===== src/design/imw_pkg.sv =====
// constants, timing and state encoding for the two-wire master sequencer
// assumes a 100 MHz system clock and an open-drain bus pulled up outside
package imw_pkg;

   // system clock and bus bit timing
   localparam int CLK_PERIOD_NS = 10;
   localparam int SCL_HALF_NS   = 5000;       // half of a 100 kHz bit period
   localparam int HALF_CYC      = (SCL_HALF_NS + CLK_PERIOD_NS - 1) / CLK_PERIOD_NS;
   localparam int TMR_W         = 10;
   localparam logic [TMR_W-1:0] HALF_CNT = TMR_W'(HALF_CYC - 1);
   localparam logic [TMR_W-1:0] TMR_ZERO = 10'h000;

   // byte framing
   localparam int BYTE_W = 8;
   localparam logic [2:0] BIT_FIRST = 3'h0;
   localparam logic [2:0] BIT_LAST  = 3'h7;
   localparam logic [4:0] TEN_BIT_PREFIX = 5'h1E;   // 11110 marks a 10-bit address
   localparam logic [7:0] BYTE_ZERO = 8'h00;

   // open-drain pins only ever pull low
   localparam logic PIN_LOW = 1'h0;

   // reset values
   localparam logic SYNC_RST = 1'h1;                // idle bus reads high
   localparam logic FLAG_RST = 1'h0;

   // irq status word bit positions
   localparam int IST_TRANSMIT_DATA_EMPTY_FLAG = 0;
   localparam int IST_RDRF = 1;
   localparam int IST_NO_ACKNOWLEDGE_IRQ_FLAG = 2;
   localparam int IST_W    = 3;

   typedef enum logic [3:0] {
      ST_IDLE, ST_START_A, ST_START_B, ST_LOAD, ST_BIT_L, ST_BIT_H,
      ST_ACK_L, ST_ACK_H, ST_RX_WAIT, ST_WAIT, ST_RS_A,
      ST_STOP_A, ST_STOP_B, ST_STOP_C
   } imw_state_e;

endpackage


===== src/design/imw_sync.sv =====
// two flip-flop synchroniser for bus pin inputs, one stage pair per bit
// assumes inputs are asynchronous to sys_clk; resetn is synchronous, active low
`timescale 1ns/10ps
`default_nettype none
module imw_sync #(
   parameter int W = 2
) (
   input  wire logic         sys_clk,
   input  wire logic         resetn,
   input  wire logic [W-1:0] async_in,
   output logic      [W-1:0] sync_out
);

   logic [W-1:0] meta_reg;

   // first stage feeds only the second stage
   genvar gi;
   generate
      for (gi = 0; gi < W; gi++)
      begin : g_bit
         always_ff @(posedge sys_clk)
         begin
            if (!resetn)
            begin
               meta_reg[gi] <= imw_pkg::SYNC_RST;
               sync_out[gi] <= imw_pkg::SYNC_RST;
            end
            else
            begin
               meta_reg[gi] <= async_in[gi];
               sync_out[gi] <= meta_reg[gi];
            end
         end
      end
   endgenerate

endmodule
`default_nettype wire


===== src/design/imw_master.sv =====
// master sequencer for two-wire writes and reads, with host-side data register
// assumes host strobes are one-cycle pulses on sys_clk; pins are open drain
//
// Behaviour
// - a 10-bit address starts with 11110 then the two top address bits
// - own slave address width never limits the remote address sent
// - enabled with transmit irq enabled, empty data register raises interrupt
// - start bit gives START, then data register copied into shift register
// - transmit interrupt reasserts once first bit of a byte has left
// - slave pulls SDA low in SCL high; controller records positive acknowledge
// - address not acknowledged: set no-ack flag, ack-valid, clear ack status
// - on address no-ack, flush data, send STOP, clear stop and no-ack; the STOP waits in ST_WAIT for a stop request
// - stop request waits for current byte to finish before STOP
// - data byte not acknowledged: flags as address case, halt, flush data
// - after read address ack, shift in a byte then raise receive interrupt
// - after each received byte drive no-ack if final, else acknowledge
// - after final no-acked byte raise no-ack flag; stop gives STOP
// - transmit empty flag follows the data register regardless of irq enable
`timescale 1ns/10ps
`default_nettype none
module imw_master (
   input  wire logic        sys_clk,
   input  wire logic        resetn,
   input  wire logic        controller_enable_bit,
   input  wire logic        transmit_irq_enable,
   input  wire logic        start_req,
   input  wire logic        stop_req,
   input  wire logic        negative_ack_ctrl,
   input  wire logic        data_wr,
   input  wire logic [7:0]  data_wdata,
   input  wire logic        data_rd,
   output logic      [7:0]  data_rdata,
   output logic             start_bit,
   output logic             stop_bit,
   output logic             transmit_data_empty_flag,
   output logic             receive_full_flag,
   output logic             no_acknowledge_irq_flag,
   output logic             acknowledge_valid_flag,
   output logic             ack_status,
   output logic             bus_active,
   output logic      [2:0]  irq_status_register,
   output logic             irq,
   input  wire logic        scl_i,
   output logic             scl_o,
   output logic             scl_oe,
   input  wire logic        sda_i,
   output logic             sda_o,
   output logic             sda_oe
);

   imw_pkg::imw_state_e      state_reg, state_next;
   logic [imw_pkg::TMR_W-1:0] tmr_reg;
   logic [7:0] shift_reg, dr_reg;
   logic [2:0] bit_cnt_reg;
   logic       dr_full_reg, hold_reg, rdrf_reg, no_acknowledge_irq_flag_reg, acknowledge_valid_flag_reg, ack_reg;
   logic       start_reg, stop_reg, first_reg, addr10_reg, rd_dir_reg;
   logic       rx_reg, halted_reg, nak_sent_reg, scl_oe_reg, sda_oe_reg;
   logic       scl_s, sda_s, done, bit_smp, ack_smp;
   logic       tx_ack_ok, tx_nack, rx_byte_done, rx_nak_done, stop_done, start_done;
   logic       scl_drv, sda_drv;

   // bus pins cross into sys_clk before anything looks at them
   imw_sync #(.W(2)) u_sync (
      .sys_clk  (sys_clk),
      .resetn   (resetn),
      .async_in ({scl_i, sda_i}),
      .sync_out ({scl_s, sda_s})
   );

   // events decoded from the sequencer
   assign done         = (tmr_reg == imw_pkg::TMR_ZERO);
   assign bit_smp      = (state_reg == imw_pkg::ST_BIT_H) && done && scl_s;
   assign ack_smp      = (state_reg == imw_pkg::ST_ACK_H) && done && scl_s;
   assign tx_ack_ok    = ack_smp && !rx_reg && !sda_s;
   assign tx_nack      = ack_smp && !rx_reg && sda_s;
   assign rx_byte_done = bit_smp && rx_reg && (bit_cnt_reg == imw_pkg::BIT_LAST);
   assign rx_nak_done  = ack_smp && rx_reg && nak_sent_reg;
   assign stop_done    = (state_reg == imw_pkg::ST_STOP_C) && done;
   assign start_done   = (state_reg == imw_pkg::ST_START_B) && done;

   // next state; stop and start only looked at on byte boundaries
   always_comb
   begin
      state_next = state_reg;
      case (state_reg)
         imw_pkg::ST_IDLE:
            if (controller_enable_bit && start_reg)
               state_next = imw_pkg::ST_START_A;
         imw_pkg::ST_START_A:
            if (done && scl_s)
               state_next = imw_pkg::ST_START_B;
         imw_pkg::ST_START_B:
            if (done)
               state_next = imw_pkg::ST_LOAD;
         imw_pkg::ST_LOAD:
            if (dr_full_reg)
               state_next = imw_pkg::ST_BIT_L;
         imw_pkg::ST_BIT_L:
            if (done)
               state_next = imw_pkg::ST_BIT_H;
         imw_pkg::ST_BIT_H:
            if (bit_smp)
            begin
               if (bit_cnt_reg != imw_pkg::BIT_LAST)
                  state_next = imw_pkg::ST_BIT_L;
               else if (rx_reg)
                  state_next = imw_pkg::ST_RX_WAIT;
               else
                  state_next = imw_pkg::ST_ACK_L;
            end
         imw_pkg::ST_RX_WAIT:
            if (!rdrf_reg)
               state_next = imw_pkg::ST_ACK_L;
         imw_pkg::ST_ACK_L:
            if (done)
               state_next = imw_pkg::ST_ACK_H;
         imw_pkg::ST_ACK_H:
            if (ack_smp)
            begin
               if (tx_nack || rx_nak_done)
                  state_next = imw_pkg::ST_WAIT;
               else if (stop_reg)
                  state_next = imw_pkg::ST_STOP_A;
               else if (start_reg)
                  state_next = imw_pkg::ST_RS_A;
               else if (rd_dir_reg)
                  state_next = imw_pkg::ST_BIT_L;
               else if (dr_full_reg)
                  state_next = imw_pkg::ST_LOAD;
               else
                  state_next = imw_pkg::ST_WAIT;
            end
         imw_pkg::ST_WAIT:
            if (stop_reg)
               state_next = imw_pkg::ST_STOP_A;
            else if (start_reg)
               state_next = imw_pkg::ST_RS_A;
            else if (!halted_reg && dr_full_reg)
               state_next = imw_pkg::ST_LOAD;
         imw_pkg::ST_RS_A:
            if (done)
               state_next = imw_pkg::ST_START_A;
         imw_pkg::ST_STOP_A:
            if (done)
               state_next = imw_pkg::ST_STOP_B;
         imw_pkg::ST_STOP_B:
            if (done && scl_s)
               state_next = imw_pkg::ST_STOP_C;
         imw_pkg::ST_STOP_C:
            if (done)
               state_next = imw_pkg::ST_IDLE;
         default:
            state_next = imw_pkg::ST_IDLE;
      endcase
   end

   // state and phase timer; high phases hold while a slave stretches scl
   always_ff @(posedge sys_clk)
   begin
      if (!resetn)
      begin
         state_reg <= imw_pkg::ST_IDLE;
         tmr_reg   <= imw_pkg::HALF_CNT;
      end
      else
      begin
         state_reg <= state_next;
         if (state_next != state_reg)
            tmr_reg <= imw_pkg::HALF_CNT;
         else if (!done && scl_s)
            tmr_reg <= tmr_reg - 1'b1;
         else if (!done && (scl_oe_reg || state_reg == imw_pkg::ST_RS_A))
            tmr_reg <= tmr_reg - 1'b1;
      end
   end

   // byte shifter, bit counter and direction of the current byte
   always_ff @(posedge sys_clk)
   begin
      if (!resetn)
      begin
         shift_reg    <= imw_pkg::BYTE_ZERO;
         bit_cnt_reg  <= imw_pkg::BIT_FIRST;
         rx_reg       <= imw_pkg::FLAG_RST;
         first_reg    <= imw_pkg::FLAG_RST;
         addr10_reg   <= imw_pkg::FLAG_RST;
         rd_dir_reg   <= imw_pkg::FLAG_RST;
         halted_reg   <= imw_pkg::FLAG_RST;
         nak_sent_reg <= imw_pkg::FLAG_RST;
      end
      else
      begin
         if (start_done)
         begin
            first_reg  <= 1'b1;
            rd_dir_reg <= 1'b0;
            halted_reg <= 1'b0;
         end
         // address goes out exactly as written, whatever our own slave width
         if (state_reg == imw_pkg::ST_LOAD && dr_full_reg)
         begin
            shift_reg   <= dr_reg;
            bit_cnt_reg <= imw_pkg::BIT_FIRST;
            rx_reg      <= 1'b0;
            first_reg   <= 1'b0;
            if (first_reg)
            begin
               rd_dir_reg <= dr_reg[0];
               addr10_reg <= (dr_reg[7:3] == imw_pkg::TEN_BIT_PREFIX);
            end
         end
         if (bit_smp)
         begin
            shift_reg   <= rx_reg ? {shift_reg[6:0], sda_s} : {shift_reg[6:0], 1'b0};
            bit_cnt_reg <= bit_cnt_reg + 1'b1;
         end
         // after an acked read address every further byte is received
         if (ack_smp && !tx_nack && !rx_nak_done && rd_dir_reg)
         begin
            rx_reg      <= 1'b1;
            bit_cnt_reg <= imw_pkg::BIT_FIRST;
         end
         if (state_reg == imw_pkg::ST_RX_WAIT && !rdrf_reg)
            nak_sent_reg <= negative_ack_ctrl;
         if (tx_nack || rx_nak_done)
            halted_reg <= 1'b1;
      end
   end

   // host data register: write fills, load empties, a no-ack flushes
   always_ff @(posedge sys_clk)
   begin
      if (!resetn)
      begin
         dr_reg      <= imw_pkg::BYTE_ZERO;
         dr_full_reg <= imw_pkg::FLAG_RST;
         hold_reg    <= imw_pkg::FLAG_RST;
         rdrf_reg    <= imw_pkg::FLAG_RST;
      end
      else
      begin
         if (state_reg == imw_pkg::ST_LOAD && dr_full_reg)
         begin
            dr_full_reg <= 1'b0;
            hold_reg    <= 1'b1;
         end
         if (tx_nack)
            dr_full_reg <= 1'b0;
         if (stop_done)
            dr_full_reg <= 1'b0;
         // empty shows only once the first bit is on the wire
         if (bit_smp && bit_cnt_reg == imw_pkg::BIT_FIRST)
            hold_reg <= 1'b0;
         if (data_rd)
            rdrf_reg <= 1'b0;
         // a host write in the flush cycle survives, set beats clear
         if (data_wr)
         begin
            dr_reg      <= data_wdata;
            dr_full_reg <= 1'b1;
         end
         if (rx_byte_done)
         begin
            dr_reg   <= {shift_reg[6:0], sda_s};
            rdrf_reg <= 1'b1;
         end
      end
   end

   // control and status bits; a set in the clear cycle wins
   always_ff @(posedge sys_clk)
   begin
      if (!resetn)
      begin
         start_reg <= imw_pkg::FLAG_RST;
         stop_reg  <= imw_pkg::FLAG_RST;
         no_acknowledge_irq_flag_reg  <= imw_pkg::FLAG_RST;
         acknowledge_valid_flag_reg  <= imw_pkg::FLAG_RST;
         ack_reg   <= imw_pkg::FLAG_RST;
      end
      else
      begin
         if (start_done)
         begin
            start_reg <= 1'b0;
            no_acknowledge_irq_flag_reg  <= 1'b0;
            acknowledge_valid_flag_reg  <= 1'b0;
         end
         if (stop_done || (state_reg == imw_pkg::ST_IDLE && !start_reg))
         begin
            stop_reg <= 1'b0;
            no_acknowledge_irq_flag_reg <= 1'b0;
         end
         if (tx_ack_ok)
         begin
            ack_reg  <= 1'b1;
            acknowledge_valid_flag_reg <= 1'b1;
         end
         if (tx_nack)
         begin
            ack_reg  <= 1'b0;
            acknowledge_valid_flag_reg <= 1'b1;
            no_acknowledge_irq_flag_reg <= 1'b1;
         end
         if (rx_nak_done)
            no_acknowledge_irq_flag_reg <= 1'b1;
         if (start_req)
            start_reg <= 1'b1;
         if (stop_req)
            stop_reg <= 1'b1;
      end
   end

   // pin drive decoded from the next state so pins settle with it;
   // sda holds through the edge that pulls scl low, so no data change
   // meets a falling clock and reads as a stop on the far side
   always_comb
   begin
      scl_drv = 1'b1;
      sda_drv = 1'b0;
      case (state_next)
         imw_pkg::ST_IDLE, imw_pkg::ST_START_A, imw_pkg::ST_STOP_C:
            scl_drv = 1'b0;
         imw_pkg::ST_START_B, imw_pkg::ST_STOP_B:
         begin
            scl_drv = 1'b0;
            sda_drv = 1'b1;
         end
         imw_pkg::ST_STOP_A:
            sda_drv = 1'b1;
         imw_pkg::ST_BIT_L:
            sda_drv = !rx_reg && !shift_reg[7];
         imw_pkg::ST_BIT_H:
         begin
            scl_drv = 1'b0;
            sda_drv = !rx_reg && !shift_reg[7];
         end
         imw_pkg::ST_ACK_L:
            if (state_reg == imw_pkg::ST_RX_WAIT)
               sda_drv = !negative_ack_ctrl;
            else
               sda_drv = rx_reg && !nak_sent_reg;
         imw_pkg::ST_ACK_H:
         begin
            scl_drv = 1'b0;
            sda_drv = rx_reg && !nak_sent_reg;
         end
         default:
            scl_drv = 1'b1;
      endcase
      if (scl_drv && !scl_oe_reg)
         sda_drv = sda_oe_reg;
   end

   // registered pin enables keep glitches off the bus
   always_ff @(posedge sys_clk)
   begin
      if (!resetn)
      begin
         scl_oe_reg <= imw_pkg::FLAG_RST;
         sda_oe_reg <= imw_pkg::FLAG_RST;
      end
      else
      begin
         scl_oe_reg <= scl_drv;
         sda_oe_reg <= sda_drv;
      end
   end

   assign scl_oe = scl_oe_reg;
   assign sda_oe = sda_oe_reg;
   assign scl_o  = imw_pkg::PIN_LOW;
   assign sda_o  = imw_pkg::PIN_LOW;

   // host-facing status
   assign transmit_data_empty_flag = !dr_full_reg && !hold_reg;
   assign irq = controller_enable_bit &&
                ((transmit_irq_enable && transmit_data_empty_flag) ||
                 rdrf_reg || no_acknowledge_irq_flag_reg);
   assign irq_status_register[imw_pkg::IST_TRANSMIT_DATA_EMPTY_FLAG] = transmit_data_empty_flag;
   assign irq_status_register[imw_pkg::IST_RDRF] = rdrf_reg;
   assign irq_status_register[imw_pkg::IST_NO_ACKNOWLEDGE_IRQ_FLAG] = no_acknowledge_irq_flag_reg;
   assign data_rdata              = dr_reg;
   assign receive_full_flag       = rdrf_reg;
   assign no_acknowledge_irq_flag = no_acknowledge_irq_flag_reg;
   assign acknowledge_valid_flag  = acknowledge_valid_flag_reg;
   assign ack_status              = ack_reg;
   assign start_bit               = start_reg;
   assign stop_bit                = stop_reg;
   assign bus_active              = (state_reg != imw_pkg::ST_IDLE);
endmodule
`default_nettype wire


===== config.mk =====
export PLATFORM = sky130hd
export DESIGN_NAME = imw_master
export DESIGN_NICKNAME = d
export VERILOG_FILES = /design/src/design/imw_pkg.sv /design/src/design/imw_sync.sv /design/src/design/imw_master.sv
export SDC_FILE = /design/constraint.sdc
export NUM_CORES = 1
export LEC_CHECK = 0
export ABC_CLOCK_PERIOD_IN_PS = 5500
export BUFFER_PORTS_ARGS = -buffer_cell sky130_fd_sc_hd__buf_2
export CAP_MARGIN = 5
export CORE_ASPECT_RATIO = 1.4
export CORE_MARGIN = 1.5
export CORE_UTILIZATION = 38
export CTS_CLUSTER_SIZE = 25
export DETAILED_ROUTE_END_ITERATION = 8
export GPL_ROUTABILITY_DRIVEN = 0
export SETUP_SLACK_MARGIN = 0.4
export SLEW_MARGIN = 20
export SYNTH_ARGS = -nofsm -noshare
export SYNTH_HDL_FRONTEND = slang
export SYNTH_SLANG_ARGS = --single-unit
export TNS_END_PERCENT = 50

===== constraint.sdc =====
create_clock -name sys_clk -period 5.5 [get_ports sys_clk]
set_clock_uncertainty 0.1 [all_clocks]
set_input_delay 1.1 -clock sys_clk [delete_from_list [all_inputs] [get_ports sys_clk]]
set_output_delay 1.1 -clock sys_clk [all_outputs]
set_load 0.02 [all_outputs]

==> qor.log <==
INFO  run_status     result_of_the_run=finished, final reports clean
INFO  layout         largest_reg_flops=10
INFO  timing         finalSetupTns=0ns
INFO  clock_tree     tritoncts=built
INFO  setup_path     timing.critical_path.slowest_cell_delay=0.80ns
INFO  global_routing gr-total-overflow=0
INFO  clock_tree     clk_latency=0.31ns
INFO  global_routing grt_use_met3=2.94%
INFO  layout         final.fill_count=764
INFO  yosys          ys.warnings.count=0
INFO  global_routing initial_antenna_violation_count=0
INFO  timing         worst_slew_pin_tran=1.00ns
INFO  clock_tree     postCtsSetupRepairBufs=0
INFO  timing         finish_stage_setup_viols=0
INFO  timing         rsz0062_at_grt=no
INFO  pwr            cellLeakagePower=1.34nW
INFO  route          ant_nets=0
INFO  layout         ff_latch_area=1040µm²
INFO  layout         most_common_library_cell_in_the_layout_ignoring_fill_and_taps=sky130_fd_sc_hd__dfxtp_1
INFO  setup_path     timing.critical_path.fanout_max=19
INFO  timing         timing.slew.headroom=33.2%
INFO  clock_tree     cts_made_buffers=5
INFO  floorplanning  die_area=8020µm²
INFO  global_routing gr-usage-met2=32.1%
INFO  global_routing grt-busiest-layer=met2
INFO  layout         insertedDiodeCount=0
INFO  floorplanning  floorplan.die.width=76.1µm
INFO  layout         post_route_cells_drive_above_1_share=15.2%
INFO  floorplanning  dieHeight=105µm
INFO  timing         fmax=298MHz
INFO  clock_tree     cts.repair.resized=0
INFO  placement      detailedPlacementHpwl=4970µm
INFO  yosys          synthesis.area_per_instance=8.08µm²
INFO  yosys          netlist_top_cells_area=sky130_fd_sc_hd__dfxtp_1, sky130_fd_sc_hd__nor2_1, sky130_fd_sc_hd__mux2i_1, sky130_fd_sc_hd__a211oi_1, sky130_fd_sc_hd__nand2_1
INFO  setup_path     critical-path-top-delay-family=simple AND/OR/NAND/NOR gates
INFO  global_routing grt_use_total=17.7%
INFO  setup_path     cp-start-kind=flop
INFO  pwr            power.combinational.fraction=11.2%
INFO  route          detailedRoute.firstIterationViolations=99
INFO  job            max_cap_viol_count=0
INFO  setup_path     critPathKind=reg2reg
INFO  yosys          yosysUniqueCellTypes=52
INFO  setup_path     crit_chain=nor2_1 > and4_1 > a21oi_1 > o21ai_1 > or4_1 > xor2_2 > nor4_4 > o211ai_1
INFO  placement      io_buffer_count=40
INFO  route          detailroute.via_count=2489
INFO  yosys          synth.ff_latch_count=52
INFO  floorplanning  placementRows=37
INFO  route          detail_route.wl_per_cell=14.4µm
INFO  yosys          seq_area_frac_synth=36.6%
INFO  setup_path     setup.worst_path.end_class=flop
INFO  yosys          synth_area=2840µm²
INFO  placement      dpl_worst_slack=2.06ns
INFO  timing         min_period=3.35ns
INFO  pwr            worst_ir_drop_vdd=0.146mV
INFO  setup_path     crit_required=5.56ns
INFO  timing         final_max_slew_viol_count=0
INFO  yosys          syn_inst=352
INFO  clock_tree     cts_hold_buf=0
INFO  clock_tree     clockBufferDepth=2
INFO  timing         setup_slack=2.15ns
INFO  floorplanning  top_level_ports=43
INFO  clock_tree     ctsRootBufferMaster=sky130_fd_sc_hd__clkbuf_8
INFO  timing         final_period_util=61.0%
INFO  clock_tree     clk_transition_reported_paths=0.10ns
INFO  floorplanning  core_region_area=7310µm²
INFO  layout         area_growth=11.2%
INFO  layout         multi_input_area=1620µm²
INFO  setup_path     critical-path-slowest-cell=sky130_fd_sc_hd__dfxtp_1
INFO  global_routing grt_pass1_vias=2390
INFO  global_routing grt_util_met1=20.4%
INFO  yosys          synth_top_cell_by_area=sky130_fd_sc_hd__dfxtp_1
INFO  yosys          yosys.area.top_type_share=36.6%
INFO  route          detail_route.wirelength=6800µm
INFO  layout         nNetsFinal=399
INFO  setup_path     worstPathBufferInverterCount=0
INFO  setup_path     worst-endpoint-arrival=3.41ns
INFO  route          number_of_search_and_repair_iterations_in_the_first_detailed_routing_pass=4
INFO  clock_tree     tritoncts_num_sinks=52
INFO  pwr            power.sequential.fraction=52.4%
INFO  layout         layout.cells.most_common_list=sky130_fd_sc_hd__dfxtp_1, sky130_fd_sc_hd__nor2_1, sky130_fd_sc_hd__buf_2
INFO  global_routing grt_pass1_wl=11400µm
INFO  global_routing maximum_number_of_pins_on_one_net_before_global_route_repair=32
INFO  pwr            power_switching_share=26.0%
INFO  pwr            totalPowerFinal=0.773mW
INFO  timing         hold_viol_final=0
INFO  floorplanning  floorplan.initialDensity=38.9%
INFO  pwr            cellPowerDensity=245nW/µm²
INFO  route          routed_via_density=5.26
INFO  pwr            power.switching=0.201mW
INFO  pwr            internal_power=0.572mW
INFO  route          drc_errors=0
INFO  min_path       hold_class=reg2reg
INFO  clock_tree     cts_max_level=2
INFO  pwr            clock_power_share=36.4%
## kinds of logic after synthesis
family	Yosys count	share of synthesized area, %
AO/OA/AOI/OAI	80	18.7
XOR/XNOR	10	3.35
adder cells (fa/ha/maj)	5	2.20
buffers and inverters	40	6.47
flip-flops	52	36.6
multiplexers	17	5.99
other	1	0.132
AND/OR/NAND/NOR	147	26.5
## cell type report
| type | instances | share of cell area, % |
|---|---|---|
| Clock buffer | 6 | 2.61 |
| Clock inverter | 2 | 1.23 |
| Inverter | 15 | 1.78 |
| Multi-Input combinational cell | 261 | 51.3 |
| Sequential cell | 52 | 32.9 |
| Tap cell | 97 | 3.84 |
| Timing Repair Buffer | 40 | 6.33 |
## power groups by stage
stage,clock network [mW],logic [mW],registers (mW)
global placement,0,0.0862,0.413
CTS,0.291,0.0876,0.405
detailed placement,0,0.0873,0.414
floorplan,0,0.0653,0.412
global route,0.309,0.0961,0.408
finish,0.282,0.0865,0.405
## synth_stat cells (all sizes together)
library cell	number
a2111oi	2
a211o	2
a211oi	20
a21boi	2
a21o	2
a21oi	21
a31o	1
a31oi	4
a32oi	1
and2	4
and3	2
and4	1
buf	13
clkbuf	12
conb	1
dfxtp	52
ha	5
inv	15
mux2i	17
nand2	33
nand2b	13
nand3	8
nand3b	2
nand4	5
nor2	51
nor2b	8
nor3	7
nor3b	1
nor4	5
nor4b	1
o211ai	2
o21a	3
o21ai	10
o21ba	1
o221ai	3
o22ai	2
o31ai	2
o41ai	2
or2	1
or3	4
or4	1
xnor2	6
xor2	4
## per-layer routing
metal  vias to the layer above  wire [µm]
met4                         0        177
met3                        10        303
met2                        73       3440
met1                      1136       2870
li1                       1270          -
met5                         -          0
## stage by stage
step	util, %	instance area (µm²)	cells	hold WS [ns]
after floorplan	-	2850	353	0.286
after global placement	41.6	3040	465	0.299
after detailed placement	41.6	3040	465	0.301
after CTS	43.2	3160	473	0.328
after global routing	43.2	3160	473	0.353
final	43.2	3160	473	0.324
## worst paths after layout
| path | to | cells past startpoint | start | slack (ns) |
|---|---|---|---|---|
| max | tmr_reg[1] | 8 | state_reg[0] | 2.15 |
| min | u_sync.sync_out[1] | 1 | u_sync.meta_reg[1] | 0.32 |
| max reg2reg | tmr_reg[1] | 8 | state_reg[0] | 2.15 |
| min reg2reg | u_sync.sync_out[1] | 1 | u_sync.meta_reg[1] | 0.32 |
No activity file was read; power rests on OpenSTA's default activity.
